$ cat src/nvrc_regs.svh
// Purpose: register offsets, bit positions, keys and timing counts
// Assumes: 200 MHz mclk, 8-bit register port
// Notes: definitions only
`ifndef NVRC_REGS_SVH
`define NVRC_REGS_SVH

// Register offsets
`define NV_REG_CTRL 3'h0
`define NV_REG_KEY 3'h1
`define NV_REG_ADRL 3'h2
`define NV_REG_ADRH 3'h3
`define NV_REG_DATL 3'h4
`define NV_REG_DATH 3'h5

// Bits of memop_control
`define NV_B_RD 0
`define NV_B_WR 1
`define NV_B_PERMIT 2
`define NV_B_ERASE 3
`define NV_B_LATCH 4
`define NV_B_DONE 5
`define NV_B_SPACE 6
`define NV_B_IRQEN 7

// Keys and values
`define NV_KEY1 8'h55
`define NV_KEY2 8'hAA
`define NV_ERASED 14'h3FFF
`define NV_FLASH_END 15'h2000
`define NV_UID_LAST 15'h0003
`define NV_WRT_LO_END 15'h0200
`define NV_WRT_HI_END 15'h1000
`define NV_EE_HI 7'h70
`define NV_IND_EE 8'h70
`define NV_IND_FLASH_BIT 15
`define NV_LOCK_NONE 2'h3
`define NV_LOCK_LO 2'h2
`define NV_LOCK_HI 2'h1

// Timed operations
`define NV_CLK_NS 5
`define NV_ERASE_NS 20000
`define NV_WRITE_NS 15000
`define NV_EE_NS 10000
`define NV_ERASE_CYC ((`NV_ERASE_NS + `NV_CLK_NS - 1) / `NV_CLK_NS)
`define NV_WRITE_CYC ((`NV_WRITE_NS + `NV_CLK_NS - 1) / `NV_CLK_NS)
`define NV_EE_CYC ((`NV_EE_NS + `NV_CLK_NS - 1) / `NV_CLK_NS)

`endif

$ cat src/nvrc_pkg.sv
// Purpose: types of the nonvolatile memory controller
// Assumes: nvrc_regs.svh holds the numbers
// Notes: none
package nvrc_pkg;
	typedef enum logic [1:0] {M_IDLE = 2'b00, M_READ = 2'b01, M_BUSY = 2'b11} nvrc_mode_t;
	typedef enum logic [1:0] {U_IDLE = 2'b00, U_K1 = 2'b01, U_K2 = 2'b11} nvrc_unlock_t;
	typedef enum logic [1:0] {OP_NONE = 2'b00, OP_ERASE = 2'b01, OP_ROW = 2'b10, OP_EE = 2'b11} nvrc_op_t;
	typedef struct packed {
		logic [2:0] addr;
		logic [7:0] wdata;
		logic wr;
		logic rd;
	} nvrc_bus_t;
	typedef struct packed {
		logic en;
		logic space;
		logic [14:0] addr;
	} nvrc_arr_rd_t;
	typedef struct packed {
		nvrc_op_t op;
		logic space;
		logic [14:0] addr;
		logic [7:0] ee_data;
		logic [31:0][13:0] row;
	} nvrc_arr_wr_t;
	typedef struct packed {
		logic flash_code_lock;
		logic eeprom_code_lock;
		logic [1:0] self_program_lock;
	} nvrc_cfg_t;
	typedef struct packed {
		nvrc_mode_t mode;
		nvrc_unlock_t unlock;
		logic rd_go;
		logic prog_go;
		logic modify_permit;
		logic erase_sel;
		logic latch_only;
		logic config_space_select;
		logic memop_done_flag;
		logic memop_done_irq_enable;
		logic [14:0] addr;
		logic [13:0] data;
		logic [31:0][13:0] latch;
		logic [11:0] timer;
		logic rd_src;
		nvrc_arr_rd_t arr_rd;
		nvrc_arr_wr_t arr_wr;
		logic pump_en;
		logic stall;
		logic [13:0] ind_data;
		logic [7:0] rdata;
		logic irq;
		nvrc_cfg_t sync1;
		nvrc_cfg_t sync2;
		logic ext_flash_permit;
		logic ext_eeprom_permit;
	} nvrc_state_t;
endpackage

$ cat src/nvrc_ctrl.sv
// Purpose: nonvolatile memory read, unlock and write control
// Assumes: one clock, arrays read combinationally when arr_rd.en
// Notes: arrays and pump act on arr_wr.op while pump_en is high
//
// How it works
// RULE1 - flash erases to ones, programs zeros
// RULE2 - flash holds 8192 words of 14 bits
// RULE3 - row is 32 words, smallest erase
// RULE4 - hidden row latches loaded through data pair
// RULE5 - code locks block only external programmer; here they also refuse register reads
// RULE6 - self program lock protects flash regions
// RULE7 - no bulk erase from software
// RULE8 - EEPROM 256 bytes, each written alone
// RULE9 - indirect read stalls one cycle, one word
// RULE10 - indirect stores never touch memory
// RULE11 - ID words writable, config words read only
// RULE12 - code protected refuses register interface reads
// RULE13 - software selects space, then loads address
// RULE14 - read go stalls, data next cycle
// RULE15 - hardware clears read go when done
// RULE16 - data pair holds until read or write
// RULE17 - unlock needed before any modifying operation
// RULE18 - keys 55h then AAh then go
// RULE19 - flash operations stall until complete
// RULE20 - no padding needed after go
// RULE21 - software masks interrupts around unlock
// RULE22 - internal timer and pump time operations
// RULE23 - EEPROM done clears go, flags, interrupts
// RULE24 - EEPROM write ignores go clear, completes
// RULE25 - protected erase clears go, does nothing
// RULE26 - any other access resets unlock tracker
//
// The register addresses and the address-and-strobe port were chosen for this implementation.
`include "nvrc_regs.svh"
`timescale 1ns/100ps
`default_nettype none

module nvrc_ctrl (
	// Clock and reset
	input wire logic mclk,
	input wire logic arst_n,
	// Register port
	input wire nvrc_pkg::nvrc_bus_t bus,
	output var logic [7:0] rdata,
	// Indirect access from the CPU
	input wire logic ind_rd,
	input wire logic ind_wr,
	input wire logic [15:0] ind_addr,
	output var logic [13:0] ind_data,
	output var logic cpu_stall,
	// Configuration fuses
	input wire nvrc_pkg::nvrc_cfg_t cfg,
	output var logic ext_flash_permit,
	output var logic ext_eeprom_permit,
	// Storage arrays and pump
	output var nvrc_pkg::nvrc_arr_rd_t arr_rd,
	input wire logic [13:0] arr_rdata,
	output var nvrc_pkg::nvrc_arr_wr_t arr_wr,
	output var logic pump_en,
	output var logic memop_done_irq
);
	import nvrc_pkg::*;

	nvrc_state_t s;
	nvrc_state_t next_s;
	logic [31:0][13:0] row_merge;
	logic [13:0] new_word;
	logic tgt_flash;
	logic tgt_uid;
	logic tgt_ee;
	logic tgt_cfg_ro;
	logic wr_protect;
	logic rd_refused;
	logic ind_ee;
	logic ind_flash;

	// ************************************************************
	// Target decode
	// ************************************************************
	assign new_word = s.data;
	assign tgt_flash = !s.config_space_select && (s.addr < `NV_FLASH_END); // see RULE2
	assign tgt_uid = s.config_space_select && (s.addr <= `NV_UID_LAST);
	assign tgt_ee = s.config_space_select && (s.addr[14:8] == `NV_EE_HI); // see RULE8
	assign tgt_cfg_ro = s.config_space_select && !tgt_uid && !tgt_ee; // see RULE11
	assign ind_ee = (ind_addr[15:8] == `NV_IND_EE);
	assign ind_flash = ind_addr[`NV_IND_FLASH_BIT];

	// Self program lock regions
	always_comb begin
		case (s.sync2.self_program_lock)
			`NV_LOCK_NONE: wr_protect = 1'b0;
			`NV_LOCK_LO: wr_protect = tgt_flash && (s.addr < `NV_WRT_LO_END); // see RULE6
			`NV_LOCK_HI: wr_protect = tgt_flash && (s.addr < `NV_WRT_HI_END); // see RULE6
			default: wr_protect = tgt_flash; // see RULE6
		endcase
	end

	// Register interface reads blocked under code protection
	assign rd_refused = tgt_ee ? s.sync2.eeprom_code_lock : s.sync2.flash_code_lock; // see RULE12

	// ************************************************************
	// Row latches merged with the data pair
	// ************************************************************
	genvar gi;
	generate
		for (gi = 0; gi < 32; gi++) begin : g_row
			assign row_merge[gi] = (s.addr[4:0] == 5'(gi)) ? new_word : s.latch[gi]; // see RULE3, RULE4
		end
	endgenerate

	// ************************************************************
	// Next state
	// ************************************************************
	always_comb begin
		logic rd_started;
		rd_started = 1'b0;
		next_s = s;
		next_s.rdata = 8'h00;
		next_s.stall = 1'b0;
		next_s.arr_rd.en = 1'b0;
		next_s.sync1 = cfg;
		next_s.sync2 = s.sync1;
		next_s.ext_flash_permit = !s.sync2.flash_code_lock; // see RULE5
		next_s.ext_eeprom_permit = !s.sync2.eeprom_code_lock; // see RULE5

		// Finish a read or a timed operation
		case (s.mode)
			M_READ: begin
				if (s.rd_src) begin
					next_s.ind_data = arr_rdata; // see RULE9
				end else begin
					next_s.data = arr_rdata; // see RULE14, RULE16
				end
				next_s.rd_go = 1'b0; // see RULE15
				next_s.mode = M_IDLE;
			end
			M_BUSY: begin
				if (s.timer == 12'h000) begin
					next_s.prog_go = 1'b0; // see RULE23
					next_s.memop_done_flag = 1'b1; // see RULE23
					next_s.arr_wr.op = OP_NONE;
					next_s.pump_en = 1'b0;
					next_s.mode = M_IDLE;
				end else begin
					next_s.timer = s.timer - 12'h001; // see RULE22
					next_s.stall = (s.arr_wr.op != OP_EE); // see RULE19
				end
			end
			default: begin
				next_s.mode = M_IDLE;
			end
		endcase

		// Any access other than the next step drops the unlock
		if (bus.wr || bus.rd) begin
			next_s.unlock = U_IDLE; // see RULE26
		end

		// Register reads
		if (bus.rd) begin
			case (bus.addr)
				`NV_REG_CTRL: begin
					next_s.rdata[`NV_B_RD] = s.rd_go;
					next_s.rdata[`NV_B_WR] = s.prog_go;
					next_s.rdata[`NV_B_PERMIT] = s.modify_permit;
					next_s.rdata[`NV_B_ERASE] = s.erase_sel;
					next_s.rdata[`NV_B_LATCH] = s.latch_only;
					next_s.rdata[`NV_B_DONE] = s.memop_done_flag;
					next_s.rdata[`NV_B_SPACE] = s.config_space_select;
					next_s.rdata[`NV_B_IRQEN] = s.memop_done_irq_enable;
				end
				`NV_REG_ADRL: next_s.rdata = s.addr[7:0];
				`NV_REG_ADRH: next_s.rdata = {1'b0, s.addr[14:8]};
				`NV_REG_DATL: next_s.rdata = s.data[7:0];
				`NV_REG_DATH: next_s.rdata = {2'b00, s.data[13:8]};
				default: next_s.rdata = 8'h00;
			endcase
		end

		// Register writes
		if (bus.wr) begin
			case (bus.addr)
				`NV_REG_KEY: begin
					if (s.unlock == U_IDLE && bus.wdata == `NV_KEY1) begin
						next_s.unlock = U_K1; // see RULE18
					end else if (s.unlock == U_K1 && bus.wdata == `NV_KEY2) begin
						next_s.unlock = U_K2; // see RULE18
					end
				end
				`NV_REG_ADRL: next_s.addr[7:0] = bus.wdata;
				`NV_REG_ADRH: next_s.addr[14:8] = bus.wdata[6:0];
				`NV_REG_DATL: next_s.data[7:0] = bus.wdata; // see RULE16
				`NV_REG_DATH: next_s.data[13:8] = bus.wdata[5:0]; // see RULE16
				`NV_REG_CTRL: begin
					next_s.modify_permit = bus.wdata[`NV_B_PERMIT];
					next_s.erase_sel = bus.wdata[`NV_B_ERASE];
					next_s.latch_only = bus.wdata[`NV_B_LATCH];
					next_s.config_space_select = bus.wdata[`NV_B_SPACE];
					next_s.memop_done_irq_enable = bus.wdata[`NV_B_IRQEN];
					if (!bus.wdata[`NV_B_DONE] && !next_s.memop_done_flag) begin
						next_s.memop_done_flag = 1'b0;
					end else if (!bus.wdata[`NV_B_DONE] && s.mode != M_BUSY) begin
						next_s.memop_done_flag = 1'b0;
					end else if (!bus.wdata[`NV_B_DONE] && s.timer != 12'h000) begin
						next_s.memop_done_flag = 1'b0;
					end
					// Read request through the register pair
					if (bus.wdata[`NV_B_RD] && s.mode == M_IDLE && !rd_refused) begin
						next_s.rd_go = 1'b1;
						next_s.mode = M_READ;
						next_s.stall = 1'b1; // see RULE14
						next_s.rd_src = 1'b0;
						next_s.arr_rd.en = 1'b1;
						next_s.arr_rd.space = s.config_space_select; // see RULE13
						next_s.arr_rd.addr = s.addr;
						rd_started = 1'b1;
					end
					// Program go only after both keys, else dropped
					if (bus.wdata[`NV_B_WR] && s.unlock == U_K2 && s.mode == M_IDLE
						&& bus.wdata[`NV_B_PERMIT]) begin // see RULE17, RULE18
						next_s.arr_wr.space = s.config_space_select;
						next_s.arr_wr.addr = s.addr;
						if ((tgt_flash || tgt_uid) && bus.wdata[`NV_B_LATCH]) begin
							next_s.latch = row_merge; // see RULE4
						end else if ((tgt_flash || tgt_uid) && !wr_protect) begin
							next_s.prog_go = 1'b1;
							next_s.mode = M_BUSY;
							next_s.pump_en = 1'b1; // see RULE22
							next_s.stall = 1'b1; // see RULE19, RULE20
							if (bus.wdata[`NV_B_ERASE]) begin
								next_s.arr_wr.op = OP_ERASE; // see RULE3, RULE7
								next_s.timer = 12'(`NV_ERASE_CYC);
							end else begin
								next_s.arr_wr.op = OP_ROW; // see RULE7
								next_s.arr_wr.row = row_merge;
								next_s.latch = {32{`NV_ERASED}}; // see RULE1
								next_s.timer = 12'(`NV_WRITE_CYC);
							end
						end else if (tgt_ee) begin
							next_s.prog_go = 1'b1;
							next_s.mode = M_BUSY;
							next_s.pump_en = 1'b1; // see RULE22
							next_s.arr_wr.op = OP_EE; // see RULE8
							next_s.arr_wr.ee_data = s.data[7:0];
							next_s.timer = 12'(`NV_EE_CYC);
						end
						// Protected or read-only targets leave go clear
						if (wr_protect || tgt_cfg_ro) begin
							next_s.prog_go = 1'b0; // see RULE6, RULE11, RULE25
						end
					end
					// Go cannot be cleared by software mid-operation
					if (s.mode == M_BUSY && s.timer != 12'h000) begin
						next_s.prog_go = 1'b1; // see RULE24
					end
				end
				default: begin
					next_s.unlock = U_IDLE;
				end
			endcase
		end

		// Indirect read; stores are ignored entirely
		if (ind_rd && !ind_wr && !rd_started && s.mode == M_IDLE && (ind_ee || ind_flash)) begin // see RULE10
			next_s.mode = M_READ;
			next_s.stall = 1'b1; // see RULE9
			next_s.rd_src = 1'b1;
			next_s.arr_rd.en = 1'b1;
			next_s.arr_rd.space = ind_ee;
			next_s.arr_rd.addr = ind_ee ? {`NV_EE_HI, ind_addr[7:0]} : {2'b00, ind_addr[12:0]}; // see RULE2
		end

		next_s.irq = next_s.memop_done_flag && next_s.memop_done_irq_enable; // see RULE23
	end

	// ************************************************************
	// State register
	// ************************************************************
	always_ff @(posedge mclk or negedge arst_n) begin
		if (!arst_n) begin
			s <= '0;
			s.latch <= {32{`NV_ERASED}}; // see RULE1
		end else begin
			s <= next_s;
		end
	end

	// ************************************************************
	// Outputs
	// ************************************************************
	assign rdata = s.rdata;
	assign ind_data = s.ind_data;
	assign cpu_stall = s.stall;
	assign ext_flash_permit = s.ext_flash_permit;
	assign ext_eeprom_permit = s.ext_eeprom_permit;
	assign arr_rd = s.arr_rd;
	assign arr_wr = s.arr_wr;
	assign pump_en = s.pump_en;
	assign memop_done_irq = s.irq;
endmodule

`default_nettype wire

$ cat config.mk
export PLATFORM = sky130hd
export DESIGN_NAME = nvrc_ctrl
export DESIGN_NICKNAME = d
export VERILOG_FILES = /design/src/nvrc_pkg.sv /design/src/nvrc_ctrl.sv
export VERILOG_INCLUDE_DIRS = /design/src
export SDC_FILE = /design/constraint.sdc
export NUM_CORES = 2
export LEC_CHECK = 0
export ABC_AREA = 1
export BUFFER_PORTS_ARGS = -buffer_cell sky130_fd_sc_hd__buf_2
export CAP_MARGIN = 10
export CORE_MARGIN = 5
export CORE_UTILIZATION = 30
export DETAILED_ROUTE_END_ITERATION = 6
export PLACE_DENSITY = 0.44
export SLEW_MARGIN = 25
export SYNTH_ARGS = -nofsm -noshare
export SYNTH_HDL_FRONTEND = slang
export SYNTH_SLANG_ARGS = --single-unit
$ cat constraint.sdc
create_clock -name mclk -period 2.75 [get_ports mclk]
set_input_delay 0.55 -clock mclk [delete_from_list [all_inputs] [get_ports mclk]]
set_output_delay 0.55 -clock mclk [all_outputs]
set_load 0.005 [all_outputs]
* Word level (Yosys, flattened, before mapping)
Cells that the tools add are included.
** Operators by class
- Add/subtract/negate cells :: 1
- Magnitude comparators :: 4
- Eq/ne operators :: 50
- Multiplexer cells :: 109
- Bitwise operators :: 3
- Reduce and logical (&&, ||, !) cells :: 60
** Operators by type and width (count)
- 2-to-1 mux 448 bit :: 5
- 2-to-1 mux 995 bit :: 1
- 2-to-1 mux 954 bit :: 1
- 2-to-1 mux 14 bit :: 34
- 2-to-1 mux 476 bit :: 1
- 2-to-1 mux 460 bit :: 1
- 2-to-1 mux 458 bit :: 1
- == test 5 bit, second input constant :: 16
- 2-to-1 mux 12 bit :: 5
- 2-to-1 mux 8 bit :: 6
- == test 5 x 4 -> 1 bit, second input constant :: 8
- one-hot mux 8 bit (5 select lines) :: 1
- 2-to-1 mux 2 bit :: 19
- 2-to-1 mux 18 bit :: 2
- 2-to-1 mux 1 bit :: 26
- logical AND 1 bit :: 25
- == test 5 x 3 -> 1 bit, second input constant :: 4
- == test 8 x 7 -> 1 bit, second input constant :: 2
- less-or-equal comparator 15 x 2 -> 1 bit, second input constant :: 1
- < comparator 15 x 10 -> 1 bit, second input constant :: 1
- < comparator 15 x 13 -> 1 bit, second input constant :: 1
- < comparator 15 x 14 -> 1 bit, second input constant :: 1
- 2-to-1 mux 15 bit :: 1
- logical NOT 12 bit :: 1
- other kinds (30) :: 63
** Word-level totals
- Register bits :: 1028
- Logic and storage cells :: 326

* Logic depth before layout (Yosys ltp)
- Depth after elaboration :: 14
- Depth in mapped cells :: 15
- Gate-level depth less buffers :: 13

* Worst setup path after synthesis
OpenSTA, ideal clock, no wires.
- Path kind :: input port to flip-flop
- Start :: in bus[12] (netlist bit)
- End :: reg s, in the netlist arr_wr[182]
- Data arrival time :: 1.914 ns
- Required time :: 2.620 ns
- Slack :: 0.705 ns
- Stages on the path :: 11
- Path buffers :: 3
- Cells stage by stage :: nor3_4 nand2_2 inv_2 nand2_2 inv_2 nand3_4 buf_2 buf_6 buf_6 nand2_1 o21ai_1
** Between the ends
- Cells in the longest elaborated chain, start to end :: 2
** RTL lines
- from (decl) :: RTL line nvrc_ctrl.sv:43 : input wire nvrc_pkg::nvrc_bus_t bus,
- logical NOT 3 bit :: RTL line nvrc_ctrl.sv:182 : case (bus.addr)
- AND reduction 6 bit (no source line)
- to (signal assigned) :: RTL line nvrc_ctrl.sv:284 : s <= next_s;
- to (decl) :: RTL line nvrc_ctrl.sv:64 : nvrc_state_t s;
No other way between the ends.
A chain may end at the register's enable or synchronous reset.

* Final worst setup path
- Start :: reg s[1010] (netlist bit)
- End :: reg s, in the netlist arr_wr[97]
** Between the ends
- Cells in the longest elaborated chain, start to end :: 7
- Elaborated cells on any way between the ends :: 15
** RTL lines
- < comparator 15 x 14 -> 1 bit (no source line)
- logical AND 1 bit :: RTL line nvrc_ctrl.sv:81 : assign tgt_flash = !s.config_space_select && (s.addr < `NV_FLASH_END);
- logical AND 1 bit (on tied branches) :: RTL line nvrc_ctrl.sv:93, nvrc_ctrl.sv:92
- one-hot mux 1 bit (3 select lines) :: RTL line nvrc_ctrl.sv:90 : case (s.sync2.self_program_lock)
- logical NOT 1 bit :: RTL line nvrc_ctrl.sv:225 : end else if ((tgt_flash || tgt_uid) && !wr_protect) begin
- logical AND 1 bit :: RTL line nvrc_ctrl.sv:225
- AND reduction 6 bit (no source line) (*)
Every way passes the cells marked *; elsewhere a longest branch is shown, timed or not.

==> reports/metrics.cfg <==
[timing]
whs_ns=0.0795
max_freq_ghz=0.398
slew_headroom=0.128
rsz0062_at_grt=false
layout_min_cycle_time_ns=2.51
hold_viol=0
tightest_slew_ns=1.31
finalClockSkew_ns=0.0259
maxSlewViolCount=0
setup_viol=0
finalCritPeriodShare=0.914
finalSetupTns_ns=0

[outcome]
status=finished, final reports clean

[critical_path]
r2r-end=arr_wr[97]$_DFFE_PN0P_
worst_r2r_path_depth=12
crit_type=register to register
timing.rr.start=s[1010]$_DFFE_PN0P_
worstPathArrival_ns=3.11
cp_max_fo=132
ff2ff_setup_slack_ns=0.24
crit_required_ns=3.35
setup.worst_path.start_class=register
crit_path_end_kind=register

[cells_and_area]
syn_to_final_growth_pct=12.8
layout-drive-gt1-share=0.236
instances_no_fill=8370
fillers=17500
final_nets=6111
multiInputGateArea_um2=15000
seq_area_um2=26300
stdcell_area_um2=56600

[place]
io_buffers=568
post-dp-hpwl_mm=114
dp_cells=8132
placed_area_um2=52400
place_congestion=0.841

[routing]
wl_per_cell_um=20.6
viasPerCell=4.63
drc=0
first_pass_iters=6
ant_nets=0
via_count=38800
drt-initial-drc-count=3026
finalWirelength_mm=172

[floorplan]
fp.dieW_um=419
start_util=0.301
rows=150
die_area_um2=176000
die_y_um=419
ioPinCount=569
core_um2=167000

[synthesis]
synth_area_per_cell_um2=8.28
synth_nets=6119
synth.distinct_cells=38
synth_edf_count=0
yosysWarnings=0
ys_seq_area_frac=0.524
synthArstFlopShare=1.00
ys_ff_latch=1028
synthFlopType=dfrtp_1
netlist_instances=6065
netlist_area_um2=50200

[global_route]
antenna_found_initial=16
track_usage=0.191
grt_max_degree=166
grt.overflow.total=0
grt_pass1_wl_mm=252
grt_pass1_vias=37100

[clock_network]
clockBufferDepth=3
ctsResizeCount=0
cts_root_buf=clkbuf_16
numClockSinks=1028
clkSlewWorstSetupHoldPaths_ns=0.06
h-tree-depth=3
cts_made_buffers=120
cts_tree=built
worstSkewPairLatency_ns=0.75

[run]
maxCapViolations=0

[hold_path]
holdPathStages=2
min_to=ind_data[9]$_DFFE_PN0P_
hold_path.class=input port to register
hp-start=arr_rdata[9]

[power]
power_density_nw_per_um2=662
vdd_ir_drop_max_uv=511
power.leakage_nw=33.5

-- metrics by stage --
stage / utilization / setup WS [ns] / power (mW)
floorplan: - / 0.705 / 17.7
global placement: 0.314 / 0.293 / 20.9
detailed placement: 0.314 / 0.240 / 20.9
CTS: 0.339 / 0.280 / 38.2
global route: 0.339 / 0.0512 / 39.0
finish: 0.339 / 0.238 / 37.5
-- cells in the final DEF (no fill, tap or decap), types with 3 or more instances in the layout --
cell           Yosys  routed
a21oi_1          460     460
mux2_2            13      13
bufinv_16          0      13
a221oi_1           7       7
nor3_1           372     372
o21ai_1          364     364
o22ai_1            7       7
clkbuf_1         250      19
ha_1               3       3
nand2_1         1153    1152
nor4_1             5       5
nor2_1           121     121
buf_2             82     567
o21ai_0          598     598
inv_1            896     882
clkinv_1           2       5
o211ai_1          33      33
buf_12             0      54
dfstp_2          448     448
dfrtp_1          580     580
inv_2              5      17
nand3_1           56      56
nand4_1           35      35
clkbuf_8           0      29
clkbuf_16          0     121
clkinv_2           0      33
buf_4            513     130
clkinvlp_4         0       5
dlygate4sd3_1      0       7
-- sequential cells by signal (all words and copies together) (netlist names) --
name               cells
s                    492
next_s                 4
rdata                  8
new_word              14
arr_wr               474
ext_eeprom_permit      1
arr_rd                17
pump_en                1
ext_flash_permit       1
memop_done_irq         1
ind_data              14
cpu_stall              1
-- synthesized netlist by cell type, drive strengths merged (2+ instances only) --
master  number  area share
o211ai      33      0.0049
nand3       57      0.0059
a21oi      460       0.046
dfstp      448        0.23
a221oi       7      0.0012
buf        638       0.092
dfrtp      580        0.29
clkbuf     251       0.019
nand2     1156       0.087
nor3       375       0.038
nor2       124      0.0096
o21a         2     0.00030
nor4         5     0.00062
mux2        13      0.0029
clkinv       2     0.00015
o21ai      963       0.096
o22ai        7     0.00087
nand4       35      0.0044
inv        901       0.067
ha           3     0.00075
-- timing repair --
action	in CTS	in global routing
hold endpoints to repair	18	0
buffers inserted	0	0
hold buffers	7	0
-- where the power goes --
part	internal [mW]	total (mW)	switching, mW
clock	10.1	17.0	6.91
combinational	1.01	4.84	3.84
sequential	15.4	15.7	0.262
-- worst max-delay path by stage --
stage                              startpoint                 endpoint  slack, ns  cells past startpoint
after detailed placement              bus[12]  arr_wr[414]$_DFFE_PN0P_       0.24                     11
after global placement                bus[12]  arr_wr[446]$_DFFE_PN0P_       0.29                     11
final                     s[1010]$_DFFE_PN0P_   arr_wr[97]$_DFFE_PN0P_       0.24                     12
after CTS                   s[1027]$_DFF_PN0_  arr_wr[427]$_DFFE_PN0P_       0.28                     10
after floorplan                       bus[12]  arr_wr[182]$_DFFE_PN0P_       0.71                     11
after global routing      s[1010]$_DFFE_PN0P_  arr_wr[414]$_DFFE_PN0P_       0.05                     12
-- critical path, stage by stage (launching register included) --
cell and delay [ns]:
dfrtp_1 0.42, nor2_1 0.15, nand2_1 0.09, nor2_1 0.15, nand2_1 0.09, nand2_1 0.16
nand2_2 0.13, nor2_4 0.15, nand3_4 0.14, buf_12 0.23, buf_12 0.24, nand2_1 0.14
o21ai_0 0.08
-- layer usage --
| metal | routed length (µm) | track usage |
|---|---|---|
| met3 | 8360 | 0.0276 |
| met4 | 5030 | 0.0592 |
| met1 | 76900 | 0.259 |
| met5 | 0 | 0 |
| met2 | 81800 | 0.316 |
-- kinds of logic (layout without fill, tap and decap cells) --
family / count (synthesis) / in the layout / synth area share
buffers and inverters: 1792 / 1891 / 0.178
adder cells (fa/ha/maj): 3 / 3 / 0.000748
other: 0 / 2 / 0
XOR/XNOR: 1 / 1 / 0.000174
multiplexers: 13 / 13 / 0.00292
flip-flops: 1028 / 1028 / 0.524
AND/OR/NAND/NOR: 1753 / 1753 / 0.145
AO/OA/AOI/OAI: 1475 / 1475 / 0.150
-- final cells by class --
class                   instances  share of cell area
multi-input cells            3245               0.265
clock inverters                60              0.0123
inverters                     903              0.0599
well taps                    2204              0.0487
diodes                          2           0.0000884
flip-flops and latches       1028               0.464
repair buffers                759              0.0879
clock buffers                 169              0.0618
(Power assumes the default switching activity.)
